[src/core/xmb_pkg.sv]
/*
  Shared constants and types for the multiply and block-output executor.
  Assumes the core has already fetched the two-byte extended opcode and
  that one processor clock state equals one clk_sys cycle.
*/
package xmb_pkg;

  // Register offsets on the AXI4-Lite slave (byte addresses)
  localparam logic [7:0] ADDR_BC     = 8'h00;
  localparam logic [7:0] ADDR_DE     = 8'h04;
  localparam logic [7:0] ADDR_PTR    = 8'h08;
  localparam logic [7:0] ADDR_SP     = 8'h0C;
  localparam logic [7:0] ADDR_FLAGS  = 8'h10;
  localparam logic [7:0] ADDR_CMD    = 8'h14;
  localparam logic [7:0] ADDR_STATUS = 8'h18;
  localparam logic [7:0] ADDR_IIO    = 8'h20;

  // Register pair indices, selector code equals index
  localparam logic [1:0] PAIR_BC  = 2'b00;
  localparam logic [1:0] PAIR_DE  = 2'b01;
  localparam logic [1:0] PAIR_PTR = 2'b10;
  localparam logic [1:0] PAIR_SP  = 2'b11;

  // Flag bit positions
  localparam int FLG_S  = 7;
  localparam int FLG_Z  = 6;
  localparam int FLG_H  = 4;
  localparam int FLG_PV = 2;
  localparam int FLG_N  = 1;
  localparam int FLG_C  = 0;

  // Status bit positions
  localparam int STAT_BUSY  = 0;
  localparam int STAT_BADOP = 1;
  localparam int STAT_DONE_LO = 8;

  // Reset values
  localparam logic [15:0] PAIR_RST  = 16'h0000;
  localparam logic [7:0]  FLAGS_RST = 8'h00;
  localparam logic [7:0]  IIO_RST   = 8'h00;

  // Second opcode bytes
  localparam logic [7:0] OP_OINC     = 8'h83;
  localparam logic [7:0] OP_MUL_MASK = 8'hCF;
  localparam logic [7:0] OP_MUL_PAT  = 8'h4C;
  localparam int         SEL_HI      = 5;
  localparam int         SEL_LO      = 4;

  // Timing in clock states, counted from the first execute cycle
  localparam logic [4:0] OINC_STATES = 5'h0E;
  localparam logic [4:0] MUL_STATES  = 5'h11;
  localparam logic [4:0] OINC_RD_ST  = 5'h04;
  localparam logic [4:0] OINC_CAP_ST = 5'h06;
  localparam logic [4:0] OINC_WR_ST  = 5'h09;

  // Internal I/O page base for the mirrored registers
  localparam logic [7:0] IIO_BASE = 8'h00;

  localparam logic [1:0] RESP_OKAY   = 2'b00;
  localparam logic [1:0] RESP_SLVERR = 2'b10;

  typedef enum logic [1:0] {
    XMB_IDLE = 2'b00,
    XMB_MUL  = 2'b01,
    XMB_OINC = 2'b10
  } xmb_state_t;

  typedef struct packed {
    logic        rd;
    logic [15:0] addr;
  } xmb_mem_req_t;

  typedef struct packed {
    logic        wr;
    logic [15:0] addr;
    logic [7:0]  data;
  } xmb_io_wr_t;

endpackage : xmb_pkg

[src/core/xmb_dec_flags.sv]
/*
  Count decrement and flag builder for the output-increment step.
  Assumes its inputs are stable register values on the caller's clock.
*/
`timescale 1ns/1ns
module xmb_dec_flags (
  input  wire logic [7:0] count_in,
  input  wire logic [7:0] mem_byte,
  input  wire logic [7:0] flags_in,
  output logic      [7:0] count_out,
  output logic      [7:0] flags_out
);

  // Decrement and flag terms; bits 5 and 3 pass through untouched
  always_comb begin
    count_out = count_in - 8'h01;
    flags_out = flags_in;
    flags_out[xmb_pkg::FLG_Z]  = (count_out == 8'h00);
    flags_out[xmb_pkg::FLG_C]  = (count_in == 8'h00);
    flags_out[xmb_pkg::FLG_H]  = (count_in[3:0] == 4'h0);
    flags_out[xmb_pkg::FLG_PV] = ~^count_out;
    flags_out[xmb_pkg::FLG_S]  = count_out[7];
    flags_out[xmb_pkg::FLG_N]  = mem_byte[7];               // Moved byte sign
  end

endmodule : xmb_dec_flags

[src/core/xmb_exec.sv]
/*
  Executor for the unsigned pair multiply and the output-increment-memory
  instruction, with registers reached over AXI4-Lite.
  Assumes mem_rdata is valid the cycle after mem_req.rd is high, and that
  the I/O bus takes io_out.wr as a one-cycle write strobe.
*/
// Notes on behaviour
// - Multiply upper by lower byte of the pair; 16-bit product back into it.
// - Output step reads byte at pointer pair, writes it to port register location.
// - Afterwards pointer pair plus one, port plus one, count minus one.
// - I/O address has upper byte zero and port register in lower byte.
// - Internal I/O register hit is written and still shown on external bus.
// - Zero flag set when count reaches zero, else cleared.
// - Carry flag set when the count decrement borrows, else cleared.
// - Half-carry set when the decrement borrows from bit 4, else cleared.
// - Parity flag set when the new count has even ones, else cleared.
// - Sign flag follows the top bit of the new count.
// - Output step is ED 83, two bytes, fourteen states.
// - Selector codes 00,01,10,11 pick BC, DE, pointer pair, stack pointer.
// - Upper byte of a pair is its high half, lower byte its low half.
`timescale 1ns/1ns
module xmb_exec #(
  parameter int IIO_NUM = 4
) (
  input  wire logic                  clk_sys,
  input  wire logic                  rst_b,
  input  wire logic [7:0]            s_axi_awaddr,
  input  wire logic                  s_axi_awvalid,
  output logic                       s_axi_awready,
  input  wire logic [31:0]           s_axi_wdata,
  input  wire logic [3:0]            s_axi_wstrb,
  input  wire logic                  s_axi_wvalid,
  output logic                       s_axi_wready,
  output logic [1:0]                 s_axi_bresp,
  output logic                       s_axi_bvalid,
  input  wire logic                  s_axi_bready,
  input  wire logic [7:0]            s_axi_araddr,
  input  wire logic                  s_axi_arvalid,
  output logic                       s_axi_arready,
  output logic [31:0]                s_axi_rdata,
  output logic [1:0]                 s_axi_rresp,
  output logic                       s_axi_rvalid,
  input  wire logic                  s_axi_rready,
  output xmb_pkg::xmb_mem_req_t      mem_req,
  input  wire logic [7:0]            mem_rdata,
  output xmb_pkg::xmb_io_wr_t        io_out,
  output logic                       busy
);

  localparam int IIO_IW = $clog2(IIO_NUM);

  xmb_pkg::xmb_state_t   state_q, state_d;
  logic [4:0]            cnt_q, cnt_d;
  logic [15:0]           pair_q [4];
  logic [15:0]           pair_d [4];
  logic [7:0]            iio_q [IIO_NUM];
  logic [7:0]            iio_d [IIO_NUM];
  logic [7:0]            flags_q, flags_d;
  logic [7:0]            data_q, data_d;
  logic [1:0]            sel_q, sel_d;
  logic                  badop_q, badop_d;
  logic [7:0]            done_q, done_d;
  xmb_pkg::xmb_mem_req_t mem_q, mem_d;
  xmb_pkg::xmb_io_wr_t   io_q, io_d;
  logic                  aw_have_q, aw_have_d, w_have_q, w_have_d;
  logic [7:0]            aw_addr_q, aw_addr_d;
  logic [31:0]           w_data_q, w_data_d;
  logic [3:0]            w_strb_q, w_strb_d;
  logic                  bvalid_q, bvalid_d, rvalid_q, rvalid_d;
  logic [1:0]            bresp_q, bresp_d, rresp_q, rresp_d;
  logic [31:0]           rdata_q, rdata_d;
  logic [7:0]            count_new, flags_new, port_off, w_off, r_off;
  logic [15:0]           sel_pair;
  logic                  idle;

  // Decrement and flags for the output step
  xmb_dec_flags u_dec (
    .count_in  (pair_q[xmb_pkg::PAIR_BC][15:8]),
    .mem_byte  (data_q),
    .flags_in  (flags_q),
    .count_out (count_new),
    .flags_out (flags_new)
  );

  // Handshake outputs and plain views of state
  assign idle          = (state_q == xmb_pkg::XMB_IDLE);
  assign busy          = ~idle;
  assign s_axi_awready = ~aw_have_q & ~bvalid_q;
  assign s_axi_wready  = ~w_have_q & ~bvalid_q;
  assign s_axi_bvalid  = bvalid_q;
  assign s_axi_bresp   = bresp_q;
  assign s_axi_arready = ~rvalid_q;
  assign s_axi_rvalid  = rvalid_q;
  assign s_axi_rresp   = rresp_q;
  assign s_axi_rdata   = rdata_q;
  assign mem_req       = mem_q;
  assign io_out        = io_q;
  assign sel_pair      = pair_q[sel_q];
  assign port_off      = pair_q[xmb_pkg::PAIR_BC][7:0] - xmb_pkg::IIO_BASE;
  assign w_off         = {2'b00, aw_addr_q[7:2]} - {2'b00, xmb_pkg::ADDR_IIO[7:2]};
  assign r_off         = {2'b00, s_axi_araddr[7:2]} - {2'b00, xmb_pkg::ADDR_IIO[7:2]};

  // Byte-lane merge of a write into a 16-bit register
  function automatic logic [15:0] merge16(input logic [15:0] old, input logic [31:0] wd,
                                          input logic [3:0] st);
    logic [15:0] r;
    r = old;
    if (st[0]) r[7:0] = wd[7:0];
    if (st[1]) r[15:8] = wd[15:8];
    return r;
  endfunction : merge16

  // Next state of bus slave and executor; register writes only land while idle
  always_comb begin
    state_d   = state_q;
    cnt_d     = cnt_q;
    pair_d    = pair_q;
    iio_d     = iio_q;
    flags_d   = flags_q;
    data_d    = data_q;
    sel_d     = sel_q;
    badop_d   = badop_q;
    done_d    = done_q;
    mem_d     = mem_q;
    mem_d.rd  = 1'b0;
    io_d      = io_q;
    io_d.wr   = 1'b0;
    aw_have_d = aw_have_q;
    aw_addr_d = aw_addr_q;
    w_have_d  = w_have_q;
    w_data_d  = w_data_q;
    w_strb_d  = w_strb_q;
    bvalid_d  = bvalid_q;
    bresp_d   = bresp_q;
    rvalid_d  = rvalid_q;
    rresp_d   = rresp_q;
    rdata_d   = rdata_q;
    if (s_axi_awvalid && s_axi_awready) begin
      aw_have_d = 1'b1;
      aw_addr_d = s_axi_awaddr;
    end
    if (s_axi_wvalid && s_axi_wready) begin
      w_have_d = 1'b1;
      w_data_d = s_axi_wdata;
      w_strb_d = s_axi_wstrb;
    end
    if (bvalid_q && s_axi_bready) begin
      bvalid_d = 1'b0;
    end
    // Both halves held: perform the write and answer
    if (aw_have_q && w_have_q) begin
      aw_have_d = 1'b0;
      w_have_d  = 1'b0;
      bvalid_d  = 1'b1;
      bresp_d   = xmb_pkg::RESP_OKAY;
      case (aw_addr_q[7:2])
        xmb_pkg::ADDR_BC[7:2], xmb_pkg::ADDR_DE[7:2],
        xmb_pkg::ADDR_PTR[7:2], xmb_pkg::ADDR_SP[7:2]: begin
          if (idle) pair_d[aw_addr_q[3:2]] = merge16(pair_q[aw_addr_q[3:2]], w_data_q, w_strb_q);
        end
        xmb_pkg::ADDR_FLAGS[7:2]: begin
          if (idle && w_strb_q[0]) flags_d = w_data_q[7:0];
        end
        xmb_pkg::ADDR_CMD[7:2]: begin
          // Second opcode byte starts the instruction; busy drops the command
          if (idle && w_strb_q[0]) begin
            cnt_d   = 5'h00;
            badop_d = 1'b0;
            if (w_data_q[7:0] == xmb_pkg::OP_OINC) begin
              state_d = xmb_pkg::XMB_OINC;
            end else if ((w_data_q[7:0] & xmb_pkg::OP_MUL_MASK) == xmb_pkg::OP_MUL_PAT) begin
              state_d = xmb_pkg::XMB_MUL;
              sel_d   = w_data_q[xmb_pkg::SEL_HI:xmb_pkg::SEL_LO];
            end else begin
              badop_d = 1'b1;
            end
          end
        end
        xmb_pkg::ADDR_STATUS[7:2]: begin
        end
        default: begin
          if (w_off >= 8'(IIO_NUM)) bresp_d = xmb_pkg::RESP_SLVERR;
        end
      endcase
    end
    if (rvalid_q && s_axi_rready) begin
      rvalid_d = 1'b0;
    end
    // Read answer, registered one cycle after the address is taken
    if (s_axi_arvalid && s_axi_arready) begin
      rvalid_d = 1'b1;
      rresp_d  = xmb_pkg::RESP_OKAY;
      rdata_d  = 32'h0000_0000;
      case (s_axi_araddr[7:2])
        xmb_pkg::ADDR_BC[7:2], xmb_pkg::ADDR_DE[7:2],
        xmb_pkg::ADDR_PTR[7:2], xmb_pkg::ADDR_SP[7:2]: rdata_d[15:0] = pair_q[s_axi_araddr[3:2]];
        xmb_pkg::ADDR_FLAGS[7:2]:  rdata_d[7:0] = flags_q;
        xmb_pkg::ADDR_CMD[7:2]:    rdata_d[1:0] = sel_q;
        xmb_pkg::ADDR_STATUS[7:2]: begin
          rdata_d[xmb_pkg::STAT_BUSY]  = busy;
          rdata_d[xmb_pkg::STAT_BADOP] = badop_q;
          rdata_d[xmb_pkg::STAT_DONE_LO +: 8] = done_q;
        end
        default: begin
          if (r_off < 8'(IIO_NUM)) rdata_d[7:0] = iio_q[r_off[IIO_IW-1:0]];
          else rresp_d = xmb_pkg::RESP_SLVERR;
        end
      endcase
    end
    // Instruction sequencing, one state per clock
    case (state_q)
      xmb_pkg::XMB_IDLE: begin
      end
      xmb_pkg::XMB_MUL: begin
        cnt_d = cnt_q + 5'h01;
        if (cnt_q == xmb_pkg::MUL_STATES - 5'h01) begin
          pair_d[sel_q] = {8'h00, sel_pair[15:8]} * {8'h00, sel_pair[7:0]};
          state_d = xmb_pkg::XMB_IDLE;
          cnt_d   = 5'h00;
          done_d  = done_q + 8'h01;
        end
      end
      xmb_pkg::XMB_OINC: begin
        cnt_d = cnt_q + 5'h01;
        if (cnt_q == xmb_pkg::OINC_RD_ST) begin
          mem_d.rd   = 1'b1;
          mem_d.addr = pair_q[xmb_pkg::PAIR_PTR];
        end
        if (cnt_q == xmb_pkg::OINC_CAP_ST) data_d = mem_rdata;
        if (cnt_q == xmb_pkg::OINC_WR_ST) begin
          io_d.wr   = 1'b1;
          io_d.addr = {8'h00, pair_q[xmb_pkg::PAIR_BC][7:0]};
          io_d.data = data_q;
          // Internal hit is stored here and still strobed outside
          if (port_off < 8'(IIO_NUM)) iio_d[port_off[IIO_IW-1:0]] = data_q;
        end
        if (cnt_q == xmb_pkg::OINC_STATES - 5'h01) begin
          pair_d[xmb_pkg::PAIR_PTR] = pair_q[xmb_pkg::PAIR_PTR] + 16'h0001;
          pair_d[xmb_pkg::PAIR_BC]  = {count_new, pair_q[xmb_pkg::PAIR_BC][7:0] + 8'h01};
          flags_d = flags_new;
          state_d = xmb_pkg::XMB_IDLE;
          cnt_d   = 5'h00;
          done_d  = done_q + 8'h01;
        end
      end
      default: state_d = xmb_pkg::XMB_IDLE;
    endcase
  end

  // Registers only
  always_ff @(posedge clk_sys or negedge rst_b) begin
    if (!rst_b) begin
      state_q   <= xmb_pkg::XMB_IDLE;
      cnt_q     <= 5'h00;
      for (int i = 0; i < 4; i++) pair_q[i] <= xmb_pkg::PAIR_RST;
      for (int i = 0; i < IIO_NUM; i++) iio_q[i] <= xmb_pkg::IIO_RST;
      flags_q   <= xmb_pkg::FLAGS_RST;
      data_q    <= 8'h00;
      sel_q     <= 2'b00;
      badop_q   <= 1'b0;
      done_q    <= 8'h00;
      mem_q     <= '0;
      io_q      <= '0;
      aw_have_q <= 1'b0;
      aw_addr_q <= 8'h00;
      w_have_q  <= 1'b0;
      w_data_q  <= 32'h0000_0000;
      w_strb_q  <= 4'h0;
      bvalid_q  <= 1'b0;
      bresp_q   <= 2'b00;
      rvalid_q  <= 1'b0;
      rresp_q   <= 2'b00;
      rdata_q   <= 32'h0000_0000;
    end else begin
      state_q   <= state_d;
      cnt_q     <= cnt_d;
      pair_q    <= pair_d;
      iio_q     <= iio_d;
      flags_q   <= flags_d;
      data_q    <= data_d;
      sel_q     <= sel_d;
      badop_q   <= badop_d;
      done_q    <= done_d;
      mem_q     <= mem_d;
      io_q      <= io_d;
      aw_have_q <= aw_have_d;
      aw_addr_q <= aw_addr_d;
      w_have_q  <= w_have_d;
      w_data_q  <= w_data_d;
      w_strb_q  <= w_strb_d;
      bvalid_q  <= bvalid_d;
      bresp_q   <= bresp_d;
      rvalid_q  <= rvalid_d;
      rresp_q   <= rresp_d;
      rdata_q   <= rdata_d;
    end
  end

  // Checks on the executor; helpers mark first and last execute cycles
  logic oinc_start, oinc_end, mul_start, mul_end;
  assign oinc_start = (state_q == xmb_pkg::XMB_OINC) && (cnt_q == 5'h00);
  assign oinc_end   = (state_q == xmb_pkg::XMB_OINC) && (cnt_q == xmb_pkg::OINC_STATES - 5'h01);
  assign mul_start  = (state_q == xmb_pkg::XMB_MUL) && (cnt_q == 5'h00);
  assign mul_end    = (state_q == xmb_pkg::XMB_MUL) && (cnt_q == xmb_pkg::MUL_STATES - 5'h01);
endmodule : xmb_exec

[config.mk]
export PLATFORM = sky130hd
export DESIGN_NAME = xmb_exec
export DESIGN_NICKNAME = d
export VERILOG_FILES = /design/src/core/xmb_pkg.sv /design/src/core/xmb_dec_flags.sv /design/src/core/xmb_exec.sv
export SDC_FILE = /design/constraint.sdc
export NUM_CORES = 1
export LEC_CHECK = 0
export BUFFER_PORTS_ARGS = -buffer_cell sky130_fd_sc_hd__buf_2
export CORE_MARGIN = 5
export CORE_UTILIZATION = 30
export CTS_CLUSTER_SIZE = 40
export DETAILED_ROUTE_END_ITERATION = 8
export GPL_ROUTABILITY_DRIVEN = 0
export SKIP_LAST_GASP = 1
export SYNTH_ARGS = -nofsm -noshare
export SYNTH_HDL_FRONTEND = slang
export SYNTH_SLANG_ARGS = --single-unit
[constraint.sdc]
create_clock -name clk_sys -period 5.6 [get_ports clk_sys]
set_input_delay 0 -clock clk_sys [delete_from_list [all_inputs] [get_ports clk_sys]]
set_output_delay 0 -clock clk_sys [all_outputs]
set_load 0.02 [all_outputs]
==> results of run 1 <==
[routing by layer]
layer | global-route usage | routed length, µm | vias to the layer above
met2 | 0.276 | 20600 | 455
met5 | 0 | 0 | -
met4 | 0.0534 | 1450 | 0
met1 | 0.218 | 17500 | 5590
li1 | - | - | 5004
met3 | 0.0215 | 2600 | 87
[registers in the layout, summed over array words and instances (netlist names), 2 cells and up]
name         count
w_data_q        16
io_out          17
done_q           8
cnt_q            5
state_q          2
iio_q           32
data_q           8
s_axi_rdata     16
aw_addr_q        6
w_strb_q         2
mem_req         17
sel_q            2
flags_q          8
pair_q          64
[cell type report]
class / instances / area, µm² / share of cell area
multi-input combinational: 950 / 8120 / 0.492
sequential: 210 / 5260 / 0.318
timing repair buffer: 199 / 1370 / 0.0827
tap: 607 / 759 / 0.0460
clock buffer: 33 / 653 / 0.0395
inverter: 74 / 278 / 0.0168
clock inverter: 8 / 87.6 / 0.00530
[placed cells by master (no fill, tap or decap), drive strengths merged, types with 14 or more instances in the layout]
cell and instances:
and2 54, o22ai 19, conb 26, ha 58, mux2i 29, a22oi 15
o221ai 15, o21ai 64, xnor2 26, xor2 17, o211ai 34, nor2 63
mux2 99, fa 36, nor3 15, dfrtp 210, a21oi 34, inv 75
nand3 25, and3 15, clkbuf 33, mux4 56, buf 162, nand2 120
dlygate4sd3 37, a31oi 14
[worst max-delay path: stages, from the launching register on]
cell and delay [ns]:
dfrtp_2 0.44, buf_12 0.17, mux4_2 0.54, buf_4 0.18
and2_1 0.17, fa_1 0.50, inv_1 0.06, fa_1 0.55
fa_1 0.43, fa_1 0.49, inv_1 0.04, ha_1 0.36
o21ai_0 0.21, or3_1 0.42, a311oi_1 0.26, buf_4 0.20
o221ai_1 0.12
[power by group through the flow]
stage          Clock (mW)  Combinational [mW]  Sequential, mW
6_report             1.52                2.19            2.21
4_1_cts              1.55                2.18            2.20
3_3_place_gp            0                2.12            2.21
5_1_grt              1.61                2.38            2.25
3_5_place_dp            0                2.15            2.23
2_1_floorplan           0                1.51            2.07
[path summary, 6_finish.rpt]
kind	slack, ns	to	cells after the start
setup / recovery	0.30	pair_q[60]	16
hold / removal	0.02	s_axi_rvalid	2
setup reg to reg	0.30	pair_q[60]	16
hold reg to reg	0.48	s_axi_bresp[1]	2
max in group asynchronous	4.19	w_have_q	3
min in group clk_sys	0.02	aw_addr_q[2]	3
[kinds of logic (layout without fill, tap and decap cells)]
| family | Yosys count | after routing |
|---|---|---|
| buf+inv | 179 | 314 |
| simple gates | 354 | 354 |
| fa+ha+maj | 94 | 94 |
| other cells | 1 | 26 |
| compound gates | 249 | 249 |
| flops | 210 | 210 |
| mux | 184 | 184 |
| xor+xnor | 43 | 43 |
[timing repair]
action,4_1_cts,5_1_grt
hold buffers,37,0
resized for setup,0,3
endpoints found under the hold margin,115,0
setup endpoints to repair,0,13
[per-stage QoR]
stage | std cells | hold WS [ns] | power, mW | util
2_1_floorplan | 1339 | -0.296 | 3.58 | -
3_3_place_gp | 2003 | 0.0148 | 4.33 | 0.332
3_5_place_dp | 2003 | 0.0242 | 4.38 | 0.332
4_1_cts | 2081 | 0.0234 | 5.94 | 0.356
5_1_grt | 2081 | 0.0662 | 6.24 | 0.356
6_report | 2081 | 0.0227 | 5.92 | 0.356
==> metrics, run 1 <==
status completed; largest net degree at the start of global routing 79; first-iteration detailed-routing DRC count 1081; DRT Pass-1 Iters 5; clk sinks 210; final setup violation count 0; largest family of logic cells by synthesized area multiplexers; worst flop-to-flop path startpoint sel_q[0]; Synth warnings 0; Setup crit start sel_q[0]; Initial Utilization 0.302; switching portion of total power 0.379; Clk Latency, worst-skew pair 0.55 ns; Max clock buf depth 3; class of the worst hold path in -> async; post-synth top area cell dfrtp_1; total gr overflow 0; top cells by area, synth dfrtp_1 37%, mux4_2 9.0%, mux2_2 7.8%; initial antenna violation count 1; port bufs 102; fin nets 1619; setup ws final 0.303 ns; crit path time final 5.30 ns; die footprint 51300 µm²; crit path max fanout 12; FMAX 0.189 GHz; RSZ-0062 raised after global routing false; CTS Buf Count 23; synthesized instance count 1314; Die Y 226 µm; DP Wirelength 31600 µm; pwr/cell area 358 nW/µm²; DR vias 11100; adder-cell share of the synthesized area 0.103; Global Route Usage Sum 0.163; WP data arrival 5.69 ns; portion of netlist area occupied by mux cells 0.190; flops & latches, synth 210; Final Hold Fails 0; Synth cell types 73; num rows 79; compound-gate portion of the synthesized area 0.117; clock-pin slew on the worst setup and hold paths 0.07 ns; Worst-Margin Slew 1.09 ns; CP Capture Type flop; Static Leak 7.46 nW; combinational fraction of design power 0.370; asr flop ratio synth 1.00; num ports 151; filler cell count 4610; area grow syn2layout 17.6%; Setup Buffers After CTS 0; vias per cell 5.35; number of diodes 0; crit path kind reg -> reg; Finished Cell Area 16500 µm²; WL final 42200 µm; Synth Area in XOR/XNOR 0.0268; H-tree levels 1; top post-synthesis cells by count 210 x dfrtp_1, 120 x nand2_1, 97 x mux2_2; DP Worst Slack 0.230 ns; mean post-synth cell area 10.7 µm²; core area 46500 µm²; Post-Synthesis Cell Area 14000 µm²; Int Pwr 3.67 mW; Critical Path RT 5.99 ns; top-count cell post-synth dfrtp_1; Seq pwr share 0.374; Post-synth EDFFs 0; Critical Path Start Type flop; Worst Skew 0.0183 ns; share of cells above drive strength 1 0.249; CTS Root Cell clkbuf_16; period utilization 0.946; max-cap viol count 0; dpl cell area 15400 µm²; final max-slew violation count 0; Routed WL per cell 20.3 µm; number of global-route vias before repair 11200; sequential area share after synthesis 0.374; CTS tree done; DR DRC count 0; sw power 2.24 mW; max_slew headroom 0.269; top-area cell type share of the netlist area 0.374; first-pass GRT wire length 66300 µm; Clock power frac 0.256; Most used DFF post-synth dfrtp_1; die width 226 µm; Synth Area in Simple Gates 0.132; ANT nets after route 0; setup_tns 0 ns; maximum vdd drop 0.000265 V
Power figures use the tool's default switching activity.
==> run 2: changes to the inputs <==
Settings changed: CELL_PAD_IN_SITES_DETAIL_PLACEMENT set to 0, CELL_PAD_IN_SITES_GLOBAL_PLACEMENT set to 1, PLACE_DENSITY_LB_ADDON set to 0.1.
Clock period 5.6 ns to 5.97 ns, I/O delays scaled along.
==> run 2 against run 1 <==
  * Fmax down 5.2%
  * Register-to-register slack better by 0.08 ns
  * Non-clock buffer count grew 12
  * Hold slack worse by 0.0021 ns
  * Sequential share of layout area shrank 0.73 points
  * First-iteration DRC count decreased by 40%
  * Power is 2.6% higher
  * Clock skew up 0.0016 ns
  * Critical path type unchanged
==> metrics, run 2 (synthesis results as in run 1) <==
hold_buf cts 46 (+24%); combinational fraction of design power 0.362 (-0.008); crit path max-delay cell type mux4_2; num rows 79 (unchanged); H-tree levels 1 (unchanged); period utilization 0.936 (-0.00966); crit path kind reg -> reg; initial antenna violation count 1 (unchanged); Hold Path Origin s_axi_arvalid; Inst Count DP 2006 (+0.15%); Final Hold Fails 0 (unchanged); multi-input logic area 8130 µm² (about the same); Hold Path Cell Cnt 3; number of diodes 0 (unchanged); first-pass GRT wire length 73000 µm (+10%); Clock power frac 0.294 (+0.038); Setup Buffers After CTS 0 (unchanged); pwr/cell area 359 nW/µm² (+0.26%); most frequent cells in the layout 210 x dfrtp_1, 120 x nand2_1, 101 x buf_2, 97 x mux2_2, 74 x inv_1; DR vias 11000 (-1.4%); sw power 2.30 mW (+2.5%); Regs by FF count pair_q x64, iio_q x32; Worst R2R Setup Slack 0.38 ns (+0.08 ns); ANT nets after route 0 (unchanged); CP bufs+invs 5 (unchanged); max-cap viol count 0 (unchanged); Hold Crit Endpoint s_axi_rvalid; Max clock buf depth 3 (unchanged); largest net degree at the start of global routing 118 (+49%); number of global-route vias before repair 11200 (+0.71%); final max-slew violation count 0 (unchanged); first-iteration detailed-routing DRC count 654 (-40%); clock-pin slew on the worst setup and hold paths 0.06 ns (about the same); share of cells above drive strength 1 0.253 (+0.00436); FMAX 0.179 GHz (-5.2%); port bufs 102 (unchanged); Critical Path RT 6.43 ns (+0.44 ns); Critical Path Start Type flop; RR Endpoint pair_q[63]; Worst Skew 0.0199 ns (+0.00162 ns); post-route core utilization 0.364 (+0.00821); cells on worst reg2reg path 17 (+1); Seq pwr share 0.344 (-0.030); leading cell type in the layout, fill and taps excluded dfrtp_1; setup ws final 0.381 ns (+0.0777 ns); DRT Pass-1 Iters 5 (unchanged); DP Wirelength 35900 µm (+14%); DP Worst Slack 0.395 ns (+0.164 ns); Routed WL per cell 22.7 µm (+12%); WP data arrival 6.05 ns (+0.36 ns); area grow syn2layout 20.3%; Finished Layout Cells 2103 (+1.1%); die footprint 51300 µm² (unchanged); PostCTS Resize Cnt 0 (unchanged); Static Leak 7.65 nW (+2.6%); largest register by flop count pair_q; Largest register FFs 64 (unchanged); DR DRC count 0 (unchanged); worst-path cell chain buf_12 > buf_4 > mux4_2 > nand2_1 > fa_1 > fa_1 > inv_1 > fa_1 > inv_1 > fa_1 > inv_1 > ha_1 > o21ai_0 > o21a_1 > o211a_1 > or3_1 > o221ai_1; Clk Latency, worst-skew pair 0.58 ns (+0.03 ns); num ports 151 (unchanged); class of the worst hold path in -> reg; RSZ-0062 raised after global routing false; Max stage delay on crit path 0.66 ns (+0.11 ns); Hold WS 0.0206 ns (-0.00208 ns); clk sinks 210 (unchanged); Initial Utilization 0.302 (unchanged); CTS Root Cell clkbuf_16; Worst-Margin Slew 1.09 ns (+0.00234 ns); core area 46500 µm² (unchanged); Global Route Usage Sum 0.186 (+0.0225); setup_tns 0 ns (unchanged); status completed; crit path time final 5.59 ns (+0.292 ns); Most common cell on crit path fa_1; Int Pwr 3.77 mW (+2.6%); Setup crit start sel_q[0]; final setup violation count 0 (unchanged); fin nets 1636 (+1.1%); Register Area 5260 µm² (about the same); WL final 47800 µm (+13%); switching portion of total power 0.379 (about the same); max_slew headroom 0.268 (-0.00157); Die Y 226 µm (unchanged); CTS Buf Count 28 (+22%); die width 226 µm (unchanged); cell family with most CP delay adder cells; filler cell count 4693 (+1.8%); total gr overflow 0 (unchanged); worst flop-to-flop path startpoint sel_q[0]; CP Capture Type flop; vias per cell 5.22 (-2.4%); crit path max fanout 10 (-2); maximum vdd drop 0.000282 V (+6.4%); CTS tree done
## run 2: how the worst max path moves through the flow
stage	end	cells past startpoint
6_report	pair_q[63]	17
4_1_cts	pair_q[63]	17
3_5_place_dp	pair_q[63]	17
3_3_place_gp	pair_q[63]	17
5_1_grt	pair_q[63]	17
2_1_floorplan	pair_q[26]	18
## run 2: metal layers
metal / up-vias / routed length (µm) / global-route usage
met4: 0 / 828 / 0.0378
met5: - / 0 / 0
li1: 5036 / - / -
met2: 292 / 22300 / 0.299
met3: 48 / 2500 / 0.0265
met1: 5607 / 22100 / 0.269
## run 2: through the flow
step / cell area, µm² / total power, mW
3_5_place_dp: 15400 / 4.26
5_1_grt: 16900 / 6.41
6_report: 16900 / 6.07
2_1_floorplan: 14100 / 3.35
4_1_cts: 16900 / 6.13
3_3_place_gp: 15400 / 4.26
## run 2: layout make-up
class                           instances  area share
Inverter                               74      0.0164
Timing Repair Buffer                  211      0.0882
Clock buffer                           42      0.0499
Multi-Input combinational cell        950       0.481
Sequential cell                       210       0.311
Clock inverter                          9     0.00896
Tap cell                              607      0.0449
## run 2: tightest hold or removal path, cell delays in order
cell and delay [ns]:
buf_2 0.08, nand2_1 0.29, o21ai_0 0.17
## run 2: power by group through the flow
stage	Combinational [mW]	Sequential [mW]	Clock (mW)
2_1_floorplan	1.41	1.94	0
3_5_place_dp	2.15	2.11	0
4_1_cts	2.20	2.09	1.84
6_report	2.19	2.09	1.79
5_1_grt	2.38	2.13	1.90
3_3_place_gp	2.14	2.12	0
==> run 3: changes to the inputs <==
Settings changed: PLACE_DENSITY set to 0.54, PLACE_DENSITY_LB_ADDON 0.1 to unset.
Clock period 5.97 ns to 5.5 ns, I/O delays scaled along.
==> run 3 against run 2 <==
  * Combinational power up 9.1%
  * Sequential share of layout area up 0.17 points
  * Clock skew up 0.017 ns
  * Cell count down 0.14%
  * Clock-buffer cell count down 11
  * Wire length down 0.78%
  * Clock power about the same
  * Critical path type unchanged
  * Hold slack worse by 0.015 ns
  * First-iteration DRC count up 8.9%
  * Fmax up 5.2%
  * Register-to-register slack worse by 0.20 ns
  * Sequential power up 6%
==> metrics, run 3 (synthesis results as in run 1) <==
ANT nets after route 0 (unchanged); Most common cell on crit path fa_1; share of cells above drive strength 1 0.265 (+0.0119); RSZ-0062 raised after global routing true; Die Y 226 µm (unchanged); Max clock buf depth 3 (unchanged); DRT Pass-1 Iters 5 (unchanged); Final Hold Fails 0 (unchanged); leading cell type in the layout, fill and taps excluded dfrtp_1; CP Capture Type flop; CTS Root Cell clkbuf_16; metal2 WL 22600 µm (+1.1%); number of diodes 0 (unchanged); Power Total 6.38 mW (+5.2%); Top Metal Used met4; Routed WL per cell 22.6 µm (-0.63%); area grow syn2layout 19.7%; clk sinks 210 (unchanged); pwr/cell area 380 nW/µm² (+5.8%); num rows 79 (unchanged); initial antenna violation count 0 (-1); dpl cell area 15500 µm² (+0.15%); Worst-Margin Slew 1.16 ns (+0.0700 ns); number of global-route vias before repair 11200 (-0.40%); die width 226 µm (unchanged); port bufs 102 (unchanged); crit path max fanout 13 (+3); met3 wire len 2460 µm (-1.5%); clock-pin slew on the worst setup and hold paths 0.06 ns (about the same); Static Leak 7.62 nW (-0.40%); WP data arrival 5.71 ns (-0.34 ns); Global Route Usage Sum 0.182 (-0.00332); Worst R2R Setup Slack 0.19 ns (-0.20 ns); Clk Latency, worst-skew pair 0.58 ns (about the same); most frequent cells in the layout 210 x dfrtp_1, 120 x nand2_1, 101 x buf_2, 97 x mux2_2, 74 x inv_1; worst-path cell chain buf_12 > mux4_2 > buf_4 > and2_1 > fa_1 > inv_1 > fa_1 > fa_1 > fa_1 > inv_1 > ha_1 > o21ai_0 > or3_1 > a311oi_2 > buf_4 > o221ai_1; core area 46500 µm² (unchanged); largest register by flop count pair_q; fin nets 1635 (-0.061%); H-tree levels 1 (unchanged); class of the worst hold path in -> reg; crit path time final 5.31 ns (-0.274 ns); die footprint 51300 µm² (unchanged); CTS tree done; DP Wirelength 34900 µm (-2.8%); max_slew headroom 0.222 (-0.0457); first-pass GRT wire length 71900 µm (-1.4%); crit path kind reg -> reg; cell family with most CP delay adder cells; max-cap viol count 0 (unchanged); Initial Utilization 0.302 (unchanged); maximum vdd drop 0.000239 V (-15%); Critical Path Start Type flop; num ports 151 (unchanged); met1 WL 21300 µm (-3.9%); total gr overflow 0 (unchanged); period utilization 0.966 (+0.0301); final max-slew violation count 0 (unchanged); first-iteration detailed-routing DRC count 712 (+8.9%); DR vias 11000 (+0.15%); setup_tns 0 ns (unchanged); WL final 47400 µm (-0.78%); vias per cell 5.24 (+0.29%); status completed; crit path max-delay cell type fa_1; Finished Cell Area 16800 µm² (-0.54%); Critical Path RT 5.89 ns (-0.54 ns); Regs by FF count pair_q x64, iio_q x32; DR DRC count 0 (unchanged); FMAX 0.188 GHz (+5.2%); Max stage delay on crit path 0.55 ns (-0.11 ns); CP bufs+invs 5 (unchanged); CTS Buf Count 27 (-3.6%); Largest register FFs 64 (unchanged); largest net degree at the start of global routing 107 (-9.3%); final setup violation count 0 (unchanged); Worst Skew 0.0372 ns (+0.0173 ns)
run 3: timing repair:
item	in CTS	in global routing
hold endpoints to repair	144	0
resized for setup	0	11
setup endpoints to repair	0	21
hold buffers	37	0
buffers inserted	0	5
run 3: worst paths after layout:
check,to,cells after the start,start
setup reg to reg,pair_q[60],16,sel_q[0]
setup / recovery,pair_q[60],16,sel_q[0]
max in group asynchronous,pair_q[22],3,rst_b
hold / removal,aw_addr_q[6],3,s_axi_awvalid
min in group asynchronous,s_axi_rvalid,2,rst_b
hold reg to reg,done_q[7],1,done_q[7]
run 3: area by class of cell:
cell class / count / area [µm²]
Fill cell: 4644 / 29600
Clock inverter: 17 / 166
Inverter: 74 / 278
Timing Repair Buffer: 211 / 1480
Clock buffer: 31 / 711
Sequential cell: 210 / 5260
Multi-Input combinational cell: 950 / 8160
Tap cell: 607 / 759
run 3: report_power, final:
group	internal [mW]	total [mW]	switching, mW	leakage [nW]
logic	1.04	2.39	1.35	4.37
clock network	1.03	1.77	0.745	0.436
registers	1.85	2.22	0.375	2.81
run 3: routing by layer:
layer / vias up / track usage
met5: - / 0
met4: 0 / 0.0442
met3: 60 / 0.0267
met2: 305 / 0.299
met1: 5606 / 0.256
li1: 5028 / -
run 3: worst reg2reg max path: stages (launching register included):
cell,delay (ns)
dfrtp_1,0.41
buf_12,0.18
mux4_2,0.54
buf_4,0.18
and2_1,0.17
fa_1,0.50
inv_1,0.06
fa_1,0.55
fa_1,0.45
fa_1,0.50
inv_1,0.04
ha_1,0.36
o21ai_0,0.19
or3_1,0.43
a311oi_2,0.25
buf_4,0.20
o221ai_1,0.13
run 3: per-stage QoR:
stage | hold slack (ns) | utilization | instances | setup WS, ns
3_3_place_gp | 0.103 | 0.333 | 2010 | 0.173
3_5_place_dp | 0.105 | 0.333 | 2010 | 0.152
4_1_cts | 0.000180 | 0.360 | 2095 | 0.0953
5_1_grt | 0.0317 | 0.362 | 2100 | -0.0206
6_report | 0.00588 | 0.362 | 2100 | 0.185
2_1_floorplan | -0.296 | - | 1339 | 0.136
